===== src/inc/qdc_pkg.sv =====
// package for the quad converter datapath configuration registers
package qdc_pkg;
	localparam logic [6:0]  ADDR_CHAN_ALARM   = 7'h01;
	localparam logic [6:0]  ADDR_INPUT_PATH   = 7'h02;
	localparam logic [15:0] RST_CHAN_ALARM    = 16'h050E;
	localparam logic [15:0] RST_INPUT_PATH    = 16'h7000;
	// writable field masks; reserved positions stay zero
	localparam logic [15:0] WMASK_CHAN_ALARM  = 16'hB7FE;
	localparam logic [15:0] WMASK_INPUT_PATH  = 16'hF0FA;
	// channel and alarm control fields
	localparam int          BIT_QUAD          = 8;
	localparam int          BIT_INV_A         = 7;
	localparam int          BIT_INV_D         = 4;
	localparam int          BIT_TWO_APART     = 3;
	localparam int          BIT_ONE_APART     = 2;
	localparam int          BIT_COLLIDE       = 1;
	// input path control fields
	localparam int          BIT_WORD_WIDE     = 15;
	localparam int          BIT_CLK_SHUT      = 14;
	localparam int          BIT_DCLK_SHUT     = 13;
	localparam int          BIT_COLL_SHUT     = 12;
	localparam int          BIT_FOUR_WIRE     = 7;
	localparam int          BIT_MIX_ON        = 6;
	localparam int          BIT_MIX_GAIN      = 5;
	localparam int          BIT_OSC_ON        = 4;
	localparam int          BIT_REVERSE       = 3;
	localparam int          BIT_TWOS          = 1;
	// pointer proximity codes
	localparam logic [2:0]  PROX_NORMAL       = 3'h0;
	localparam logic [2:0]  PROX_TWO_APART    = 3'h1;
	localparam logic [2:0]  PROX_ONE_APART    = 3'h2;
	localparam logic [2:0]  PROX_COLLIDE      = 3'h4;
	localparam logic [1:0]  PAIR_DUAL         = 2'h3;
endpackage


===== src/hdl/qdc_config_regs.sv =====
// configuration registers and input-path controls of the quad converter
//
// Notes on behaviour
// - quad bit set runs four channels
// - bits seven to four complement channels
// - bit three enables two-apart pointer alarm
// - bit two enables one-apart pointer alarm
// - bit one enables pointer collision alarm
// - input path register resets to 0x7000
// - bit fifteen selects word or byte input
// - bit fourteen: clock loss shuts outputs
// - bit thirteen: data clock loss shuts outputs
// - bit twelve: collision alarm shuts outputs
// - bit seven picks four- or three-wire port
// - bit six enables mixing stage
// - bit five doubles mixer output gain
// - bit four enables oscillator, coarse unaffected
// - bit three reverses input bus order
// - bit one selects twos or offset
// - channel register at 0x01, reset 0x050E
// - proximity code 000,001,01x,1xx
`timescale 1ns/100ps
module qdc_config_regs
(
	input  wire logic        clk_in,              // 250 MHz core clock
	input  wire logic        rst_in,              // async reset, high
	input  wire logic        cfg_wr_in,           // register write strobe
	input  wire logic        cfg_rd_in,           // register read strobe
	input  wire logic [6:0]  cfg_addr_in,         // register address
	input  wire logic [15:0] cfg_wdata_in,        // write data
	output logic      [15:0] cfg_rdata_out,       // read data
	input  wire logic [1:0]  channel_pairing_in,  // pairing field from other register
	input  wire logic        ptr_two_apart_in,    // pointers two apart
	input  wire logic        ptr_one_apart_in,    // pointers one apart
	input  wire logic        ptr_collide_in,      // pointers collided
	input  wire logic        conv_clk_lost_in,    // conversion clock lost
	input  wire logic        data_clk_lost_in,    // input data clock lost
	input  wire logic [15:0] bus_word_in,         // raw input bus word
	input  wire logic [63:0] samples_in,          // four samples, A high
	output logic      [2:0]  prox_alarm_out,      // pointer proximity code
	output logic             outputs_off_out,     // shut off outputs
	output logic      [3:0]  chan_active_out,     // active channels A..D
	output logic             quad_mode_out,       // four-channel mode
	output logic             dual_mode_out,       // dual mode B and C
	output logic      [15:0] bus_word_out,        // bus word after reversal
	output logic             word_wide_input_out, // full-word input
	output logic             four_wire_port_select_out, // four-wire port
	output logic             mixer_on_out,        // mixing stage enable
	output logic             mixer_gain_out,      // extra 6 dB at mixer
	output logic             osc_on_out,          // oscillator enable
	output logic             twos_format_out,     // twos complement samples
	output logic      [63:0] samples_out          // processed samples
);
	logic [15:0] chan_alarm_reg;
	logic [15:0] input_path_reg;
	logic [15:0] chan_alarm_next;
	logic [15:0] input_path_next;

	wire logic sel_chan  = (cfg_addr_in == qdc_pkg::ADDR_CHAN_ALARM);
	wire logic sel_input = (cfg_addr_in == qdc_pkg::ADDR_INPUT_PATH);

	// reserved positions are masked so they can never leave zero
	assign chan_alarm_next = (cfg_wr_in && sel_chan)
		? (cfg_wdata_in & qdc_pkg::WMASK_CHAN_ALARM) : chan_alarm_reg;
	assign input_path_next = (cfg_wr_in && sel_input)
		? (cfg_wdata_in & qdc_pkg::WMASK_INPUT_PATH) : input_path_reg;

	always_ff @(posedge clk_in or posedge rst_in)
	begin
		if (rst_in)
		begin
			chan_alarm_reg <= qdc_pkg::RST_CHAN_ALARM;
			input_path_reg <= qdc_pkg::RST_INPUT_PATH;
		end
		else
		begin
			chan_alarm_reg <= chan_alarm_next;
			input_path_reg <= input_path_next;
		end
	end

	wire logic [15:0] rd_mux = sel_chan ? chan_alarm_reg
		: (sel_input ? input_path_reg : 16'h0000);

	always_ff @(posedge clk_in or posedge rst_in)
	begin
		if (rst_in)
			cfg_rdata_out <= 16'h0000;
		else if (cfg_rd_in)
			cfg_rdata_out <= rd_mux;
	end

	// channel mode
	wire logic quad_bit = chan_alarm_reg[qdc_pkg::BIT_QUAD];
	wire logic dual_ok  = !quad_bit && (channel_pairing_in == qdc_pkg::PAIR_DUAL);
	assign quad_mode_out   = quad_bit;
	assign dual_mode_out   = dual_ok;
	assign chan_active_out = quad_bit ? 4'hF : (dual_ok ? 4'h6 : 4'h0);

	// pointer proximity, each class gated by its enable
	wire logic two_en = chan_alarm_reg[qdc_pkg::BIT_TWO_APART] & ptr_two_apart_in;
	wire logic one_en = chan_alarm_reg[qdc_pkg::BIT_ONE_APART] & ptr_one_apart_in;
	wire logic col_en = chan_alarm_reg[qdc_pkg::BIT_COLLIDE] & ptr_collide_in;
	wire logic [2:0] prox_next = col_en ? qdc_pkg::PROX_COLLIDE
		: (one_en ? qdc_pkg::PROX_ONE_APART
		: (two_en ? qdc_pkg::PROX_TWO_APART : qdc_pkg::PROX_NORMAL));

	// shutdown sources, taken from the enabled inputs, not the registered alarm
	wire logic off_next =
		(input_path_reg[qdc_pkg::BIT_CLK_SHUT] & conv_clk_lost_in)
		| (input_path_reg[qdc_pkg::BIT_DCLK_SHUT] & data_clk_lost_in)
		| (input_path_reg[qdc_pkg::BIT_COLL_SHUT] & col_en);

	// bus reversal: msb becomes lsb
	logic [15:0] rev_word;
	always_comb
	begin
		for (int i = 0; i < 16; i++)
			rev_word[i] = bus_word_in[15 - i];
	end
	wire logic [15:0] bus_next = input_path_reg[qdc_pkg::BIT_REVERSE]
		? rev_word : bus_word_in;

	always_ff @(posedge clk_in or posedge rst_in)
	begin
		if (rst_in)
		begin
			prox_alarm_out  <= qdc_pkg::PROX_NORMAL;
			outputs_off_out <= 1'b0;
			bus_word_out    <= 16'h0000;
		end
		else
		begin
			prox_alarm_out  <= prox_next;
			outputs_off_out <= off_next;
			bus_word_out    <= bus_next;
		end
	end

	assign word_wide_input_out       = input_path_reg[qdc_pkg::BIT_WORD_WIDE];
	assign four_wire_port_select_out = input_path_reg[qdc_pkg::BIT_FOUR_WIRE];
	assign mixer_on_out              = input_path_reg[qdc_pkg::BIT_MIX_ON];
	// gain only matters while mixing runs
	assign mixer_gain_out = input_path_reg[qdc_pkg::BIT_MIX_GAIN]
		& input_path_reg[qdc_pkg::BIT_MIX_ON];
	// coarse mixing needs only mixer_on, not the oscillator
	assign osc_on_out      = input_path_reg[qdc_pkg::BIT_OSC_ON];
	assign twos_format_out = input_path_reg[qdc_pkg::BIT_TWOS];

	// channel A sits in the top slice; invert bit order runs A..D downward
	genvar g;
	generate
		for (g = 0; g < 4; g++)
		begin : g_chan
			qdc_chan_invert u_inv
			(
				.clk_in    (clk_in),
				.rst_in    (rst_in),
				.invert_in (chan_alarm_reg[qdc_pkg::BIT_INV_D + g]),
				.active_in (chan_active_out[g]),
				.sample_in (samples_in[16*g +: 16]),
				.sample_out(samples_out[16*g +: 16])
			);
		end
	endgenerate
endmodule


===== src/hdl/qdc_chan_invert.sv =====
// per-channel sample inversion stage
`timescale 1ns/100ps
module qdc_chan_invert
(
	input  wire logic        clk_in,     // core clock
	input  wire logic        rst_in,     // async reset, high
	input  wire logic        invert_in,  // complement this channel
	input  wire logic        active_in,  // channel in use
	input  wire logic [15:0] sample_in,  // sample word
	output logic      [15:0] sample_out  // registered result
);
	wire logic [15:0] inv_word = invert_in ? ~sample_in : sample_in;

	always_ff @(posedge clk_in or posedge rst_in)
	begin
		if (rst_in)
			sample_out <= 16'h0000;
		else
			sample_out <= active_in ? inv_word : 16'h0000;
	end
endmodule


===== config.mk =====
export PLATFORM = sky130hd
export DESIGN_NAME = qdc_config_regs
export DESIGN_NICKNAME = d
export VERILOG_FILES = /design/src/inc/qdc_pkg.sv /design/src/hdl/qdc_config_regs.sv /design/src/hdl/qdc_chan_invert.sv
export SDC_FILE = /design/constraint.sdc
export NUM_CORES = 1
export LEC_CHECK = 0
export BUFFER_PORTS_ARGS = -buffer_cell sky130_fd_sc_hd__buf_2
export CAP_MARGIN = 20
export CORE_MARGIN = 2
export CORE_UTILIZATION = 35
export CTS_CLUSTER_SIZE = 25
export DETAILED_ROUTE_END_ITERATION = 16
export PLACE_DENSITY = 0.63
export SLEW_MARGIN = 15
export SYNTH_ARGS = -nofsm -noshare
export SYNTH_HDL_FRONTEND = slang
export SYNTH_SLANG_ARGS = --single-unit

===== constraint.sdc =====
create_clock -name clk_in -period 6.7 [get_ports clk_in]
set_clock_uncertainty 0.15 [all_clocks]
set_input_delay 0.67 -clock clk_in [delete_from_list [all_inputs] [get_ports clk_in]]
set_output_delay 0.67 -clock clk_in [all_outputs]
set_load 0.005 [all_outputs]

==> run metrics <==
RSZ-0062 raised after global routing false; Core Area approximately 14000 um2; Max Clk Rate around 380 MHz; # diodes 0; Largest register FFs 64; Pwr Total ~1.9 mW; Routed Antenna Nets 0; crit path max fanout 39; CTS tree done; non-filler cells, final a little under 800; Filler cells approximately 1300; Ports 226; root buffer cell clkbuf_16; Starting Density between 30 and 40%; relative slew slack 23.8%; Synth Area in Simple Gates about a tenth; grt total ovfl 0; Die Area 14900 um2; FP Rows 43; share of cells above drive strength 1 51.5%; DR WL/cell between 10 and 15 um; nature of the critical path endpoint output port; CP required between 5 and 6 ns; Synth Area in Adders 0%; Sink Count between 100 and 150; final-report hold violation count 0; GP Congestion 0.699; post-synth cell types 25; Tmin final 2.66 ns; DRC 0; cell taking the most area after synthesis dfrtp_1; status completed; register area share after synthesis between 60 and 70%; worst hold path class input port to async pin; Syn Area/Cell 13.5 um2; max cap viols 0; Area Growth Syn to Fin 36.8%; CP Launch Type register; Synth Register Bits approximately 120; Largest regs g_chan.u_inv.sample_out (64), bus_word_out (16), cfg_rdata_out (14); Mapped Cells about 360; slowest stage cell, crit path dfstp_2; clock tree buffer depth 2; pre-CTS WS between 3 and 4 ns; final setup fails 0; routed wire length around 11000 um; first-pass GRT wire length between 15000 and 20000 um; post-layout net count 693; cts bufs inserted 17; die height 122 um; Worst Max-Slew Pin Slew about 1.1 ns; H-tree lvl count 4; TritonRoute pass-1 iters 4; Synth warnings 0; cell area after synthesis about 4900 um2; Vias between 3000 and 4000; Synth top cells by count 113 x dfrtp_1, 35 x nor2_1, 34 x and2_1, 32 x xnor2_1, 32 x xor2_1; Clock Latency Late Sink approximately 0.4 ns; PwrDens about 280 nW/um2; dpl cells 740; clock-pin transition on the worst setup and hold timing paths approximately 0.05 ns; Slew Limit Fails 0; Worst EP arrival 1.84 ns; Setup TNS 0 ns; main combinational cell family by area after synthesis XOR/XNOR gates; PnR worst setup slack just over 4 ns; cell breakdown of the critical path a21oi_2, buf_4, inv_1, buf_2; # Post-CTS Setup Buffers 0; Most flops, register g_chan.u_inv.sample_out; dpl hpwl approximately 8000 um; mux share of post-synthesis cell area 9.74%; Post-Synth XOR/XNOR Area a little under an eighth; WS Path Type register to output port; routed vias/inst roughly 4.5; die extent in x about 120 um; largest net degree at the start of global routing 64; static leakage around 3.6 nW; Final period util 39.7%; post-CTS sizing 0; Async S/R FF share, synth 100%; share of the synthesized area in the top cell type between 50% and 60%; Top FF cell, synth dfrtp_1; hold_buf cts 0; most frequent cell after synthesis dfrtp_1; peak supply drop between 0.1 and 0.15 mV; Post-synth EDFFs 0; initial antenna violation count 0; drt initial violations about 110; crit-path max cell delay roughly 0.87 ns; vias in the first global route between 3000 and 4000; total global-route track usage 15.0%; Compound-Gate Fraction of Synth Area ~4.1%; Synth area leaders dfrtp_1 58%, mux2_2 6.7%, xnor2_1 5.7%, xor2_1 5.7%, and2_1 4.3%; number of port buffers approximately 220
-- worst max-delay path: cells and delay by family, from the launching register on --
kind,cells,cell delay [ns]
flops,1,0.87
compound gates,1,0.09
buf+inv,3,0.46
-- cell type report --
cell class / count / area (um2) / area share [%]
Multi-Input combinational cell: 213 / 1710 / 25.6
Clock inverter: 8 / 92.6 / 1.38
Inverter: 3 / 13.8 / 0.206
Tap cell: 180 / 225 / 3.37
Timing Repair Buffer: 223 / 1120 / 16.8
Sequential cell: 121 / 3040 / 45.4
Clock buffer: 24 / 492 / 7.35
-- metrics by stage --
step	hold WS, ns	util, %	area, um2
6_report	0.243	48.6	6690
5_1_grt	0.289	48.6	6690
4_1_cts	0.257	48.6	6690
3_5_place_dp	0.323	44.3	6110
3_3_place_gp	0.319	44.3	6110
2_1_floorplan	0.316	-	4900
-- placed cells by master (no fill, tap or decap), drive strengths merged --
cell type  Yosys  routed
nand2          5       5
xnor2         32      32
a22o           4       4
buf           18     223
dfrtp        113     113
nor2b          2       2
nand4          2       2
bufinv         0       2
clkinv         0       5
mux2          39      39
dfstp          8       8
o2bb2ai       10      10
clkinvlp       0       1
xor2          32      32
nor2          36      36
clkbuf         8      24
and2          34      34
a21oi          1       1
and4           1       1
nor3           1       1
nand3          2       2
a22oi         10      10
inv            3       3
conb           1       2
-- kinds of logic (layout without fill, tap and decap cells) --
group                     count (synthesis)  after routing
AOI/OAI and AO/OA                        25             25
xor gates and xnor gates                 64             64
buffers and inverters                    29            258
DFF                                     121            121
muxes                                    39             39
other                                     1              2
and+or+nand+nor                          83             83
-- final timing paths --
path	start	to	slack, ns	cells past startpoint
max in group asynchronous	rst_in	g_chan[2].u_inv.sample_out[6]$_DFF_PP0_	4.88	3
setup reg to reg	chan_alarm_reg[8]$_DFFE_PP1P_	g_chan[1].u_inv.sample_out[0]$_DFF_PP0_	5.09	3
hold reg to reg	cfg_rdata_out[5]$_DFFE_PP0P_	cfg_rdata_out[5]$_DFFE_PP0P_	0.33	1
hold / removal	rst_in	g_chan[3].u_inv.sample_out[6]$_DFF_PP0_	0.24	2
min in group clk_in	cfg_rdata_out[5]$_DFFE_PP0P_	cfg_rdata_out[5]$_DFFE_PP0P_	0.33	1
setup / recovery	chan_alarm_reg[8]$_DFFE_PP1P_	chan_active_out[2]	4.04	4
-- routing by layer --
| layer | vias to the layer above | part of all wire, % | track usage (%) |
|---|---|---|---|
| met3 | 18 | 7.4 | 5.11 |
| met2 | 129 | 51 | 24.8 |
| met4 | 0 | 1.4 | 6.03 |
| met1 | 1690 | 40 | 17.8 |
| met5 | - | 0 | 0 |
| li1 | 1609 | - | - |
-- power breakdown --
part | total [mW] | internal, mW | switching, mW
registers | 0.821 | 0.782 | 0.0386
clock network | 0.885 | 0.583 | 0.301
logic | 0.199 | 0.110 | 0.0889
(Power assumes the default switching activity.)
